### src/fad_defines.vh
`ifndef FAD_DEFINES_VH
`define FAD_DEFINES_VH

// ****************************************
// register byte offsets
// ****************************************
`define FAD_ADR_TERM_SEL 8'h00
`define FAD_ADR_MAX_FREQ 8'h04
`define FAD_ADR_STD_SET 8'h08
`define FAD_ADR_ACC_ON1 8'h0c
`define FAD_ADR_DEC_OFF1 8'h10
`define FAD_ADR_ACC_ON2 8'h14
`define FAD_ADR_DEC_OFF2 8'h18
`define FAD_ADR_STATUS 8'h1c
`define FAD_ADR_BANDS 8'h20

// ****************************************
// terminal function codes
// ****************************************
`define FAD_CODE_CONST_SPEED 5'h01
`define FAD_CODE_OVER_FREQ1 5'h02
`define FAD_CODE_SET_FREQ1 5'h06
`define FAD_CODE_OVER_FREQ2 5'h18
`define FAD_CODE_SET_FREQ2 5'h19

// ****************************************
// field positions
// ****************************************
`define FAD_SEL0_LSB 0
`define FAD_SEL1_LSB 8
`define FAD_SEL2_LSB 16
`define FAD_ST_VALID_BIT 8
`define FAD_ST_BUSY_BIT 9
`define FAD_ST_RUN_BIT 10
`define FAD_ST_ACC_BIT 11
`define FAD_ST_DEC_BIT 12

// ****************************************
// reset values and band divisors
// ****************************************
`define FAD_RST_TERM_SEL 32'h00060201
`define FAD_RST_MAX_FREQ 16'h1770
`define FAD_RST_FREQ 16'h0000
`define FAD_ON_DIVISOR 16'h0064
`define FAD_OFF_DIVISOR 16'h0032

`endif

### src/fad_div.v
`timescale 1ns/100ps
// ****************************************
// restoring divider by a constant, one quotient bit per clock
// ****************************************
module fad_div #(
    parameter W = 16,
    parameter [15:0] DIVISOR = 16'h0064
) (
    // clock and reset
    input wire mclk_in,
    input wire rstn_in,
    // request
    input wire start_in,
    input wire [W-1:0] dividend_in,
    // result
    output reg busy_out,
    output reg done_out,
    output reg [W-1:0] quotient_out
);
    localparam integer CNT_W = W;
    localparam [5:0] CNT_INIT = CNT_W[5:0];
    reg [W-1:0] dvd_reg;
    reg [W-1:0] quo_reg;
    reg [W:0] rem_reg;
    reg [5:0] cnt_reg;
    wire [W:0] trial = {rem_reg[W-1:0], dvd_reg[W-1]};
    wire [W:0] div_w = {{(W+1-16){1'b0}}, DIVISOR};
    wire fits = trial >= div_w;

    always @(posedge mclk_in or negedge rstn_in) begin
        if (!rstn_in) begin
            dvd_reg <= {W{1'b0}};
            quo_reg <= {W{1'b0}};
            rem_reg <= {(W+1){1'b0}};
            cnt_reg <= 6'h00;
            busy_out <= 1'b0;
            done_out <= 1'b0;
            quotient_out <= {W{1'b0}};
        end else begin
            done_out <= 1'b0;
            if (start_in) begin
                // a restart aborts any division in flight
                dvd_reg <= dividend_in;
                rem_reg <= {(W+1){1'b0}};
                cnt_reg <= CNT_INIT;
                busy_out <= 1'b1;
            end else if (busy_out) begin
                rem_reg <= fits ? trial - div_w : trial;
                dvd_reg <= {dvd_reg[W-2:0], 1'b0};
                quo_reg <= {quo_reg[W-2:0], fits};
                cnt_reg <= cnt_reg - 6'h01;
                if (cnt_reg == 6'h01) begin
                    busy_out <= 1'b0;
                    done_out <= 1'b1;
                    quotient_out <= {quo_reg[W-2:0], fits};
                end
            end
        end
    end
endmodule // fad_div

### src/fad_flag.v
`timescale 1ns/100ps
// ****************************************
// one arrival flag with hold between its set and clear points
// ****************************************
module fad_flag (
    // clock and reset
    input wire mclk_in,
    input wire rstn_in,
    // conditions
    input wire force_off_in,
    input wire set_in,
    input wire clr_in,
    // state
    output reg flag_out
);
    always @(posedge mclk_in or negedge rstn_in) begin
        if (!rstn_in) begin
            flag_out <= 1'b0;
        end else if (force_off_in) begin
            flag_out <= 1'b0;
        end else if (set_in) begin
            flag_out <= 1'b1;
        end else if (clr_in) begin
            flag_out <= 1'b0;
        end
    end
endmodule // fad_flag

### src/fad_top.v
`timescale 1ns/100ps
`include "fad_defines.vh"
// ****************************************
// frequency arrival detector
// ****************************************
module fad_top #(
    parameter FW = 16
) (
    // clock and reset
    input wire mclk_in,
    input wire rstn_in,
    // wishbone slave
    input wire wb_cyc_in,
    input wire wb_stb_in,
    input wire wb_we_in,
    input wire [7:0] wb_adr_in,
    input wire [3:0] wb_sel_in,
    input wire [31:0] wb_dat_in,
    output reg [31:0] wb_dat_out,
    output reg wb_ack_out,
    // drive state from the controller, same clock
    input wire [FW-1:0] out_freq_in,
    input wire run_in,
    input wire accel_in,
    input wire decel_in,
    // arrival flags, active high
    output wire [4:0] flags_out,
    // assignable terminals, active low
    output reg [2:0] term_n_out
);

    // ****************************************
    // helper functions
    // ****************************************
    function [31:0] apply_sel;
        input [31:0] old_val;
        input [31:0] new_val;
        input [3:0] sel;
        integer b;
        begin
            apply_sel = old_val;
            for (b = 0; b < 4; b = b + 1) begin
                if (sel[b]) begin
                    apply_sel[b*8 +: 8] = new_val[b*8 +: 8];
                end
            end
        end
    endfunction

    // writes land in the low FW bits; upper lanes of the bus word are dropped
    function [FW-1:0] merge_fw;
        input [FW-1:0] old_val;
        input [31:0] new_val;
        input [3:0] sel;
        reg [31:0] w;
        begin
            w = apply_sel({{(32-FW){1'b0}}, old_val}, new_val, sel);
            merge_fw = w[FW-1:0];
        end
    endfunction

    // clamps at full scale so a threshold near the top cannot wrap to zero
    function [FW-1:0] sat_add;
        input [FW-1:0] a;
        input [FW-1:0] b;
        reg [FW:0] s;
        begin
            s = {1'b0, a} + {1'b0, b};
            sat_add = s[FW] ? {FW{1'b1}} : s[FW-1:0];
        end
    endfunction

    function [FW-1:0] sat_sub;
        input [FW-1:0] a;
        input [FW-1:0] b;
        begin
            sat_sub = (a > b) ? a - b : {FW{1'b0}};
        end
    endfunction

    function [FW-1:0] abs_diff;
        input [FW-1:0] a;
        input [FW-1:0] b;
        begin
            abs_diff = (a > b) ? a - b : b - a;
        end
    endfunction

    // maps a terminal function code onto the flag it shows
    function pick_flag;
        input [4:0] code;
        input [4:0] flags;
        begin
            case (code)
                `FAD_CODE_CONST_SPEED: begin
                    pick_flag = flags[0];
                end
                `FAD_CODE_OVER_FREQ1: begin
                    pick_flag = flags[1];
                end
                `FAD_CODE_SET_FREQ1: begin
                    pick_flag = flags[2];
                end
                `FAD_CODE_OVER_FREQ2: begin
                    pick_flag = flags[3];
                end
                `FAD_CODE_SET_FREQ2: begin
                    pick_flag = flags[4];
                end
                default: begin
                    pick_flag = 1'b0;
                end
            endcase
        end
    endfunction

    // ****************************************
    // register file
    // ****************************************
    reg [31:0] term_sel_reg;
    reg [FW-1:0] max_freq_reg;
    reg [FW-1:0] std_set_reg;
    reg [FW-1:0] acc_on1_reg;
    reg [FW-1:0] dec_off1_reg;
    reg [FW-1:0] acc_on2_reg;
    reg [FW-1:0] dec_off2_reg;
    reg [FW-1:0] fon_reg;
    reg [FW-1:0] foff_reg;
    reg bands_valid_reg;
    reg band_start_reg;
    reg init_pending_reg;

    wire bus_req = wb_cyc_in & wb_stb_in & ~wb_ack_out;
    wire bus_wr = bus_req & wb_we_in;
    wire wr_max = bus_wr & (wb_adr_in == `FAD_ADR_MAX_FREQ);

    always @(posedge mclk_in or negedge rstn_in) begin
        if (!rstn_in) begin
            term_sel_reg <= `FAD_RST_TERM_SEL;
            max_freq_reg <= `FAD_RST_MAX_FREQ;
            std_set_reg <= `FAD_RST_FREQ;
            acc_on1_reg <= `FAD_RST_FREQ;
            dec_off1_reg <= `FAD_RST_FREQ;
            acc_on2_reg <= `FAD_RST_FREQ;
            dec_off2_reg <= `FAD_RST_FREQ;
        end else if (bus_wr) begin
            case (wb_adr_in)
                `FAD_ADR_TERM_SEL: begin
                    term_sel_reg <= apply_sel(term_sel_reg, wb_dat_in, wb_sel_in) &
                        32'h001f1f1f;
                end
                `FAD_ADR_MAX_FREQ: max_freq_reg <= merge_fw(max_freq_reg, wb_dat_in, wb_sel_in);
                `FAD_ADR_STD_SET: std_set_reg <= merge_fw(std_set_reg, wb_dat_in, wb_sel_in);
                `FAD_ADR_ACC_ON1: acc_on1_reg <= merge_fw(acc_on1_reg, wb_dat_in, wb_sel_in);
                `FAD_ADR_DEC_OFF1: dec_off1_reg <= merge_fw(dec_off1_reg, wb_dat_in, wb_sel_in);
                `FAD_ADR_ACC_ON2: acc_on2_reg <= merge_fw(acc_on2_reg, wb_dat_in, wb_sel_in);
                `FAD_ADR_DEC_OFF2: dec_off2_reg <= merge_fw(dec_off2_reg, wb_dat_in, wb_sel_in);
                default: term_sel_reg <= term_sel_reg;
            endcase
        end
    end

    // ****************************************
    // band derivation
    // ****************************************
    wire on_busy;
    wire on_done;
    wire [FW-1:0] on_quo;
    wire off_done;
    wire [FW-1:0] off_quo;

    fad_div #(
        .W(FW),
        .DIVISOR(`FAD_ON_DIVISOR)
    ) u_on_div (
        .mclk_in(mclk_in),
        .rstn_in(rstn_in),
        .start_in(band_start_reg),
        .dividend_in(max_freq_reg),
        .busy_out(on_busy),
        .done_out(on_done),
        .quotient_out(on_quo)
    );

    fad_div #(
        .W(FW),
        .DIVISOR(`FAD_OFF_DIVISOR)
    ) u_off_div (
        .mclk_in(mclk_in),
        .rstn_in(rstn_in),
        .start_in(band_start_reg),
        .dividend_in(max_freq_reg),
        .busy_out(),
        .done_out(off_done),
        .quotient_out(off_quo)
    );

    // old bands stay in use until the new pair is complete, so the flags
    // never compare against a half-updated band
    always @(posedge mclk_in or negedge rstn_in) begin
        if (!rstn_in) begin
            init_pending_reg <= 1'b1;
            band_start_reg <= 1'b0;
            bands_valid_reg <= 1'b0;
            fon_reg <= {FW{1'b0}};
            foff_reg <= {FW{1'b0}};
        end else begin
            init_pending_reg <= 1'b0;
            band_start_reg <= init_pending_reg | wr_max;
            if (band_start_reg) begin
                bands_valid_reg <= 1'b0;
            end else if (on_done & off_done) begin
                fon_reg <= on_quo;
                foff_reg <= off_quo;
                bands_valid_reg <= 1'b1;
            end
        end
    end

    // ****************************************
    // arrival conditions
    // ****************************************
    wire const_speed = run_in & ~accel_in & ~decel_in;
    wire [FW-1:0] std_dist = abs_diff(out_freq_in, std_set_reg);
    wire [FW-1:0] fup = sat_add(out_freq_in, fon_reg);

    // over-frequency: turn on early by fon while not braking, off late by foff
    wire over1_set = ~decel_in & (fup >= acc_on1_reg);
    wire over1_clr = decel_in & (out_freq_in < sat_sub(dec_off1_reg, foff_reg));
    wire over2_set = ~decel_in & (fup >= acc_on2_reg);
    wire over2_clr = decel_in & (out_freq_in < sat_sub(dec_off2_reg, foff_reg));

    // set-frequency windows, one per ramp direction
    wire win_acc1 = (out_freq_in >= sat_sub(acc_on1_reg, fon_reg)) &
        (out_freq_in <= sat_add(acc_on1_reg, foff_reg));
    wire win_dec1 = (out_freq_in <= sat_add(dec_off1_reg, fon_reg)) &
        (out_freq_in >= sat_sub(dec_off1_reg, foff_reg));
    wire win_acc2 = (out_freq_in >= sat_sub(acc_on2_reg, fon_reg)) &
        (out_freq_in <= sat_add(acc_on2_reg, foff_reg));
    wire win_dec2 = (out_freq_in <= sat_add(dec_off2_reg, fon_reg)) &
        (out_freq_in >= sat_sub(dec_off2_reg, foff_reg));
    wire set1_set = (accel_in & win_acc1) | (decel_in & win_dec1);
    wire set1_clr = (accel_in & ~win_acc1) | (decel_in & ~win_dec1);
    wire set2_set = (accel_in & win_acc2) | (decel_in & win_dec2);
    wire set2_clr = (accel_in & ~win_acc2) | (decel_in & ~win_dec2);

    // ****************************************
    // flag state
    // ****************************************
    fad_flag u_const (
        .mclk_in(mclk_in),
        .rstn_in(rstn_in),
        .force_off_in(~const_speed),
        .set_in(std_dist <= fon_reg),
        .clr_in(std_dist > foff_reg),
        .flag_out(flags_out[0])
    );

    fad_flag u_over1 (
        .mclk_in(mclk_in),
        .rstn_in(rstn_in),
        .force_off_in(~run_in),
        .set_in(over1_set),
        .clr_in(over1_clr),
        .flag_out(flags_out[1])
    );

    fad_flag u_setf1 (
        .mclk_in(mclk_in),
        .rstn_in(rstn_in),
        .force_off_in(~run_in),
        .set_in(set1_set),
        .clr_in(set1_clr),
        .flag_out(flags_out[2])
    );

    fad_flag u_over2 (
        .mclk_in(mclk_in),
        .rstn_in(rstn_in),
        .force_off_in(~run_in),
        .set_in(over2_set),
        .clr_in(over2_clr),
        .flag_out(flags_out[3])
    );

    fad_flag u_setf2 (
        .mclk_in(mclk_in),
        .rstn_in(rstn_in),
        .force_off_in(~run_in),
        .set_in(set2_set),
        .clr_in(set2_clr),
        .flag_out(flags_out[4])
    );

    // ****************************************
    // terminal drive
    // ****************************************
    reg [2:0] term_n_next;

    always @* begin
        term_n_next[0] = ~pick_flag(term_sel_reg[`FAD_SEL0_LSB +: 5], flags_out);
        term_n_next[1] = ~pick_flag(term_sel_reg[`FAD_SEL1_LSB +: 5], flags_out);
        term_n_next[2] = ~pick_flag(term_sel_reg[`FAD_SEL2_LSB +: 5], flags_out);
    end

    // one register stage costs a cycle but keeps the pins glitch free
    always @(posedge mclk_in or negedge rstn_in) begin
        if (!rstn_in) begin
            term_n_out <= 3'h7;
        end else begin
            term_n_out <= term_n_next;
        end
    end

    // ****************************************
    // bus read and acknowledge
    // ****************************************
    reg [31:0] rd_next;
    reg [31:0] status_word;

    always @* begin
        status_word = 32'h00000000;
        status_word[4:0] = flags_out;
        status_word[`FAD_ST_VALID_BIT] = bands_valid_reg;
        status_word[`FAD_ST_BUSY_BIT] = on_busy;
        status_word[`FAD_ST_RUN_BIT] = run_in;
        status_word[`FAD_ST_ACC_BIT] = accel_in;
        status_word[`FAD_ST_DEC_BIT] = decel_in;
        case (wb_adr_in)
            `FAD_ADR_TERM_SEL: rd_next = term_sel_reg;
            `FAD_ADR_MAX_FREQ: rd_next = {{(32-FW){1'b0}}, max_freq_reg};
            `FAD_ADR_STD_SET: rd_next = {{(32-FW){1'b0}}, std_set_reg};
            `FAD_ADR_ACC_ON1: rd_next = {{(32-FW){1'b0}}, acc_on1_reg};
            `FAD_ADR_DEC_OFF1: rd_next = {{(32-FW){1'b0}}, dec_off1_reg};
            `FAD_ADR_ACC_ON2: rd_next = {{(32-FW){1'b0}}, acc_on2_reg};
            `FAD_ADR_DEC_OFF2: rd_next = {{(32-FW){1'b0}}, dec_off2_reg};
            `FAD_ADR_STATUS: rd_next = status_word;
            `FAD_ADR_BANDS: rd_next = {foff_reg[15:0], fon_reg[15:0]};
            default: rd_next = 32'h00000000;
        endcase
    end

    // unmapped addresses are acknowledged, read zero and ignore writes
    always @(posedge mclk_in or negedge rstn_in) begin
        if (!rstn_in) begin
            wb_ack_out <= 1'b0;
            wb_dat_out <= 32'h00000000;
        end else begin
            wb_ack_out <= bus_req;
            if (bus_req & ~wb_we_in) begin
                wb_dat_out <= rd_next;
            end
        end
    end

endmodule // fad_top

### config.mk
export PLATFORM = sky130hd
export DESIGN_NAME = fad_top
export DESIGN_NICKNAME = d
export VERILOG_FILES = /design/src/fad_div.v /design/src/fad_flag.v /design/src/fad_top.v
export VERILOG_INCLUDE_DIRS = /design/src
export SDC_FILE = /design/constraint.sdc
export NUM_CORES = 1
export LEC_CHECK = 0
export ABC_AREA = 1
export BUFFER_PORTS_ARGS = -buffer_cell sky130_fd_sc_hd__buf_2
export CORE_MARGIN = 2
export CORE_UTILIZATION = 55
export CTS_CLUSTER_DIAMETER = 50
export DETAILED_ROUTE_END_ITERATION = 16
export MAX_ROUTING_LAYER = met4
export PLACE_DENSITY = 0.7
export SYNTH_ARGS = -nofsm -noshare
export SYNTH_HDL_FRONTEND = slang
export SYNTH_SLANG_ARGS = --single-unit
### constraint.sdc
create_clock -name mclk_in -period 7.5 [get_ports mclk_in]
set_input_delay 1.5 -clock mclk_in [delete_from_list [all_inputs] [get_ports mclk_in]]
set_output_delay 1.5 -clock mclk_in [all_outputs]
set_load 0.005 [all_outputs]
### After elaboration in Yosys (flattened, before gate mapping)

Cells that the tools add are included.

* register bits after elaboration: 329
* input bits: 68
* output and inout port bits: 41
* logic and storage cells: 230

* $add $sub $neg: 15
* $lt $le $gt $ge: 21
* eq/ne operators: 30
* multiplexer cells: 57
* bitwise operators: 41
* reductions and logical operators: 24

Operator list (count)
* $mux W16: 20
* $pmux W32 S9: 1
* $ge A16 B16 Y1: 6
* $gt A16 B16 Y1: 6
* $sub A16 B16 Y16: 6
* $add A16 B16 Y17: 5
* $le A16 B16 Y1: 5
* $reduce_and A3 Y1: 17
* $eq A8 B5 Y1 const B: 4
* $lt A16 B16 Y1: 2
* $eq A5 B5 Y1 const B: 6
* $mux W1: 29
* $and A1 B1 Y1: 24
* $mux W6: 4
* $ge A17 B6 Y1 const B: 1
* $ge A17 B7 Y1 const B: 1
* $eq A8 B4 Y1 const B: 2
* $sub A16 B6 Y16 const B: 1
* $sub A16 B7 Y16 const B: 1
* $eq A5 B1 Y1 const B: 3
* $eq A5 B2 Y1 const B: 3
* $eq A5 B3 Y1 const B: 3
* $ne A3 B1 Y1 const B: 5
* $pmux W1 S5: 3
* 9 further kinds: 30

### Depth between registers and ports, before layout

Gate-level depths: netlist of run 1.

* depth after elaboration: 10
* mapped depth: 27
* gate-level depth less buffers: 26

### Modules after synthesis

From an unflattened synthesis of run 1, not the netlist that was laid out.

* cell total of the unflattened synthesis: 4406
* area total of the unflattened synthesis: 29923.7 µm²

By module, submodules not included
* fad_top: times used 1, cells each 3565, area each 22904.5 µm², seq. area each 4573.1 µm²
* fad_div at u_off_div: times used 1, cells each 416, area each 3409.5 µm², seq. area each 1776.7 µm²
* fad_div at u_on_div: times used 1, cells each 400, area each 3384.5 µm², seq. area each 1776.7 µm²
* fad_flag: times used 5, cells each 5, area each 45.0 µm², seq. area each 25.0 µm²

### Worst setup path after synthesis of run 1

No wires, ideal clock.

* path type: input-to-reg
* start: input out_freq_in[0]
* end: register u_const.flag_out
* setup time: 0.084 ns
* data arrival time: 4.101 ns
* required time: 7.416 ns
* setup slack: 3.315 ns
* stages: 22
* cell sequence: inv_1 -> ha_1 -> inv_1 -> fa_1 -> nand3_1 -> nand2_1 -> nand2_1 -> nand3_1 -> nand2_1 -> nand2_1 -> nand2_2 -> buf_4 -> nand2_1 -> nand2_1 -> inv_1 -> ha_1 -> nand2_1 -> nor3_1 -> nand3_1 -> nand2_1 -> nand2_1 -> a21boi_0

* longest elaborated chain between the ends: 5

RTL lines
* start: declaration: RTL line fad_top.v:22 `input wire [FW-1:0] out_freq_in,`
* $sub A16 B16 Y16 / $gt A16 B16 Y1 (equally long branches): RTL line fad_top.v:85 `abs_diff = (a > b) ? a - b : b - a;`
* $mux W16 *: RTL line fad_top.v:85
* $le A16 B16 Y1: RTL line fad_top.v:254 `.set_in(std_dist <= fon_reg),`
* $mux W1: RTL line fad_flag.v:21 `end else if (set_in) begin`
* $mux W1: RTL line fad_flag.v:19 `end else if (force_off_in) begin`
* end signal: assignment: RTL line fad_flag.v:18 `flag_out <= 1'b0;`
* end signal: assignment: RTL line fad_flag.v:20 `flag_out <= 1'b0;`
* end signal: assignment: RTL line fad_flag.v:22 `flag_out <= 1'b1;`
* end: declaration: RTL line fad_flag.v:14 `output reg flag_out`

Every way passes the cells marked *; elsewhere a longest branch is shown, timed or not.
A chain may end at the register's enable or synchronous reset.

### Worst setup path after layout of run 1

Same ends and word-level chain as after synthesis.

==> flow_summary.ini, run 1 <==
[sta]
fmax_ghz = 0.186
slew_headroom_pct = 17.9
fin_setup_tns_ns = 0
hold_violations = 0
fin_skew_ns = 0.0281
hold_slack_ns = 0.478
rsz0062_at_grt = false
slew_violations = 0
setup_viol_count_final = 0
period_needed_ns = 5.37
setup_slack_ns = 2.13
tightest_slew_ns = 1.23
finalCritPeriodShare_pct = 71.6

[yosys]
synth_most_common_cell = nand2_1
synth_top_area_share_pct = 27.3
synth_area_leader_cell = dfrtp_1
synth_edf_count = 0
synthTopCellsByArea = dfrtp_1 (27%), ha_1 (16%), nand2_1 (14%)
netlist_top_cells_count = nand2_1 (1,066), inv_1 (510), ha_1 (374), o21ai_0 (332), dfrtp_1 (314)
synth_area_per_cell_sq_um = 7.04
synthCells = 4086
syn_nets = 4539
ys.flop_type = dfrtp_1
ys_seq_elements = 329
synth.distinct_cells = 56
netlist_area_sq_mm = 0.0288
seq_area_frac_synth_pct = 28.7
synth_warnings = 0
synthArstFlopShare_pct = 100

[final_layout]
drive_gt1_share_pct = 7.90
area_delta_synth_final_pct = 8.73
fin_nets = 4609
largest_reg_flops = 32
top_register = wb_dat_out
fillCellCount = 4971
final_core_util_pct = 60.8

[route]
totalWireLength_um = 110000
vias = 28607
drtIter0Drc = 2905
dr.pass1.iters = 6
avgViaCountPerCell = 5.87
routedWlPerCell_um = 22.6
ant_nets = 0
drc = 0

[worst_setup_path]
arrival_ns = 5.83
slowest_stage = inv_1
worstSetupStartpointType = input pin
crit_type = input pin to register
cp_common_cell = nand2_1
cp.required_ns = 7.96
max_stage_delay_ns = 0.81
critical_path.max_fanout = 17
end_kind = register

[clock_network]
cts_buffers = 42
postCtsHoldBufs = 0
post_cts_buffers = 0
cts_tree = done
clkSlewWorstSetupHoldPaths_ns = 0.06
clk_latency_ns = 0.58
clock-sinks = 329
post_cts_resized = 0
clock-root-buffer = clkbuf_16
htree_levels = 2
clock_path_buffers = 3

[global_route]
grt_max_degree = 121
grt_pass1_wl_um = 163000
grt_overflow_total = 0
first_global_vias = 26039
track_usage_pct = 42.0
antenna_found_initial = 5

[placed_design]
port_buffers = 96
hpwlAfterDp_um = 84700
gp_congestion = 1.06
place_ws_ns = 1.74

[floorplan]
core_area_sq_mm = 0.0515
die_height_um = 233
start_util_pct = 55.9
row_count = 83
die_area_sq_mm = 0.0542
fp.dieW_um = 233
pin_count = 109

[power_and_ir_drop]
ir_drop_mv = 0.274
p_leak_nw = 16.0
power_density_mw_per_mm2 = 171

[worst_hold_path]
holdCritPathClass = register to register

[run_status]
run_status = finished, final reports clean

[run]
cap_violations = 0
[logic make-up (layout without fill, tap and decap cells)]
family | Yosys count | in the layout | synth area share (%)
buffers and inverters | 613 | 715 | 8.38
xor gates and xnor gates | 80 | 80 | 2.43
DFF | 329 | 329 | 28.7
muxes | 2 | 2 | 0.0782
other | 1 | 5 | 0.0130
adders and majority gates | 385 | 385 | 17.0
AOI/OAI and AO/OA | 881 | 881 | 16.7
and+or+nand+nor | 1795 | 1795 | 26.7
[layer usage]
metal / vias to the layer above / GRT usage (%) / part of all wire (%)
li1: 13780 / - / -
met1: 13241 / 56.2 / 42
met2: 1300 / 61.7 / 42
met3: 286 / 6.94 / 9.7
met4: 0 / 20.5 / 5.8
met5: - / - / 0
[worst max-delay path, delay by kind of cell]
| family | cells | cell delay (ns) |
|---|---|---|
| compound gates | 3 | 0.51 |
| fa+ha+maj | 3 | 1.00 |
| buf+inv | 6 | 1.41 |
| simple gates | 14 | 1.40 |
[cell type report]
| cell class | count | area (sq um) | share of cell area, % |
|---|---|---|---|
| diodes | 4 | 10.0 | 0.0320 |
| clock buffers | 52 | 1150 | 3.67 |
| clock inverters | 24 | 303 | 0.967 |
| inverters | 530 | 1990 | 6.36 |
| multi-input cells | 3144 | 18100 | 58.0 |
| flip-flops and latches | 329 | 8250 | 26.4 |
| well taps | 680 | 851 | 2.72 |
| repair buffers | 109 | 601 | 1.92 |
[path summary, 6_finish.rpt]
| check | slack (ns) | endpoint | startpoint | cells past startpoint |
|---|---|---|---|---|
| worst max-delay path | 2.13 | u_const.flag_out | out_freq_in[0] | 26 |
| worst min-delay path | 0.48 | wb_dat_out[1] | wb_dat_out[1] | 2 |
| worst max register to register | 2.76 | u_setf1.flag_out | fon_reg[4] | 22 |
| worst min register to register | 0.48 | wb_dat_out[1] | wb_dat_out[1] | 2 |
| max in group asynchronous | 5.10 | acc_on2_reg[0] | rstn_in | 2 |
| min in group asynchronous | 0.96 | u_off_div.rem_reg[8] | rstn_in | 1 |
[where the power goes]
part	total [mW]	internal [mW]	switching, mW
Combinational	1.15	0.376	0.772
Clock	2.11	1.25	0.858
Sequential	2.08	1.95	0.136
Total	5.34	3.58	1.77
[stage by stage]
step | instances | power [mW] | area (sq um)
6_report | 4872 | 5.34 | 31300
2_1_floorplan | 4086 | 2.88 | 28800
4_1_cts | 4868 | 5.33 | 31300
5_1_grt | 4870 | 5.60 | 31300
3_5_place_dp | 4792 | 3.23 | 29800
3_3_place_gp | 4792 | 3.21 | 29800
[placed cells by master, fill, tap and decap left out, types with 21 or more instances in the layout]
cell type  count
nand2_2       21
xor2_1        66
nand4_1       50
o21ai_1       69
inv_1        510
or2_2         56
buf_2         95
o22ai_1       39
ha_1         374
a21oi_1      303
dfrtp_1      314
nand2_1     1066
nor2_1       279
nor3_1        44
nand3_1      221
clkbuf_16     43
o21ai_0      332
Note: power is estimated with default switching activity, not from simulation.
==> run 2: changes to the inputs <==
--- a/config.mk
+++ b/config.mk
@@ -13,7 +13,7 @@
 export CTS_CLUSTER_DIAMETER = 50
 export DETAILED_ROUTE_END_ITERATION = 16
 export MAX_ROUTING_LAYER = met4
-export PLACE_DENSITY = 0.7
+export PLACE_DENSITY = 0.73
 export SYNTH_ARGS = -nofsm -noshare
 export SYNTH_HDL_FRONTEND = slang
 export SYNTH_SLANG_ARGS = --single-unit
==> constraint.sdc (replaced) <==
create_clock -name mclk_in -period 4.6 [get_ports mclk_in]
set_input_delay 0.92 -clock mclk_in [delete_from_list [all_inputs] [get_ports mclk_in]]
set_output_delay 0.92 -clock mclk_in [all_outputs]
set_load 0.005 [all_outputs]
==> flow_summary.ini, run 2 (synthesis results as in run 1) <==
[floorplan]
die_height_um = 233
row_count = 83
pin_count = 109
start_util_pct = 55.9
fp.dieW_um = 233
die_area_sq_mm = 0.0542
core_area_sq_mm = 0.0515

[worst_setup_path]
r2r_slack_ns = 0.34
worstSetupStartpointType = register
end_kind = register
cp.required_ns = 5.07
r2r_end = u_setf2.flag_out
critical_path.max_fanout = 14
cp_cell_sequence = inv_1 > ha_1 > a21oi_1 > o21a_1 > nand3_1 > nand2_1 > nand2_1 > nand2_1 > clkinvlp_4 > nand3_1 > ha_1 > a21oi_1 > o21ai_0 > a21oi_1 > nand3_1 > nand3_1 > nand2_1 > nand2_1 > nand2_1
arrival_ns = 4.73
reg2reg_depth = 19
crit_type = register to register
cp_common_cell = nand2_1
timing.rr.start = foff_reg[11]
max_stage_delay_ns = 0.70
slowest_stage = dfrtp_1

[clock_network]
clkSlewWorstSetupHoldPaths_ns = 0.06
cts_tree = done
htree_levels = 2
clock-root-buffer = clkbuf_16
post_cts_resized = 0
clock_path_buffers = 3
cts_buffers = 38
postCtsHoldBufs = 0
post_cts_buffers = 0
clk_latency_ns = 0.58
clock-sinks = 329

[power_and_ir_drop]
totalPowerFinal_mw = 8.49
p_leak_nw = 16.4
power_density_mw_per_mm2 = 266
ir_drop_mv = 0.400

[sta]
tightest_slew_ns = 1.02
hold_violations = 0
setup_viol_count_final = 0
slew_headroom_pct = 31.8
slew_violations = 0
fmax_ghz = 0.235
finalCritPeriodShare_pct = 92.7
fin_skew_ns = 0.0125
period_needed_ns = 4.26
fin_setup_tns_ns = 0
hold_slack_ns = 0.394
rsz0062_at_grt = false

[placed_design]
hpwlAfterDp_um = 91300
dpl-instance-area_sq_mm = 0.0306
dp_cells = 4894
port_buffers = 96
gp_congestion = 1.08

[final_layout]
drive_gt1_share_pct = 9.99
largest_reg_flops = 32
top_register = wb_dat_out
fillCellCount = 4875
finalNonFillerCells = 4971
area_delta_synth_final_pct = 10.9
final_common_cell = nand2_1
final_area_sq_mm = 0.0319
fin_nets = 4707
layout_common_cells = nand2_1 (1,066), inv_1 (509), ha_1 (374)

[route]
dr.pass1.iters = 6
vias = 29402
ant_nets = 0
drc = 0
avgViaCountPerCell = 5.91
drtIter0Drc = 2941
totalWireLength_um = 114000
routedWlPerCell_um = 23.0

[global_route]
grt_overflow_total = 0
grt_max_degree = 103
first_global_vias = 26698
antenna_found_initial = 5
track_usage_pct = 43.6
grt_pass1_wl_um = 168000

[worst_hold_path]
holdCritPathClass = input pin to asynchronous set/reset pin

[run_status]
run_status = finished, final reports clean

[run]
cap_violations = 0
-- run 2: changes by cell type in the layout (fill, tap and decap cells not counted), sizes merged --
cell      delta
clkbuf       -3
diode        +3
bufinv       -2
buf        +102
clkinv       -4
clkinvlp     +3
-- run 2: critical path: cells and delay by family (launching register included) --
family / cells / cell delay, ns
simple gates: 10 / 1.21
fa+ha+maj: 2 / 0.69
buf+inv: 2 / 0.70
compound gates: 5 / 0.86
flops: 1 / 0.70
-- run 2: per-stage QoR --
| stage | worst slack [ns] | utilization [%] |
|---|---|---|
| after floorplan | 0.995 | - |
| after global placement | 0.375 | 59.4 |
| after detailed placement | 0.413 | 59.4 |
| after CTS | 0.420 | 61.9 |
| after global routing | 0.0744 | 62.0 |
| final | 0.338 | 62.0 |
-- run 2: area by class of cell --
cell class	count	area (sq um)	area share (%)
timing repair buffer	211	1380	4.32
multi-input combinational	3144	18100	56.8
inverter	530	1990	6.25
antenna	7	17.5	0.0549
tap	680	851	2.66
sequential	329	8250	25.8
clock inverter	21	231	0.725
clock buffer	49	1060	3.33
-- run 2: worst max path at each step --
stage | from | to | cells after the start
6_report | foff_reg[11] | u_setf2.flag_out | 19
5_1_grt | foff_reg[1] | u_setf2.flag_out | 20
4_1_cts | foff_reg[11] | u_setf2.flag_out | 20
3_5_place_dp | out_freq_in[5] | u_const.flag_out | 24
3_3_place_gp | out_freq_in[5] | u_const.flag_out | 24
2_1_floorplan | out_freq_in[0] | u_const.flag_out | 22
-- run 2: power breakdown --
group          leakage, nW  switching, mW  internal, mW  total [mW]
combinational         11.4           1.30         0.653        1.95
sequential            4.43          0.219          3.17        3.39
clock                0.626           1.36          1.79        3.15
-- run 2: metal layers --
metal  global-route usage [%]  up-vias  wire length [um]
li1                         -    13984                 -
met5                        -        -                 0
met4                     24.9        0              8090
met3                     9.38      355             12400
met2                     62.0     1438             47200
met1                     57.3    13625             46800
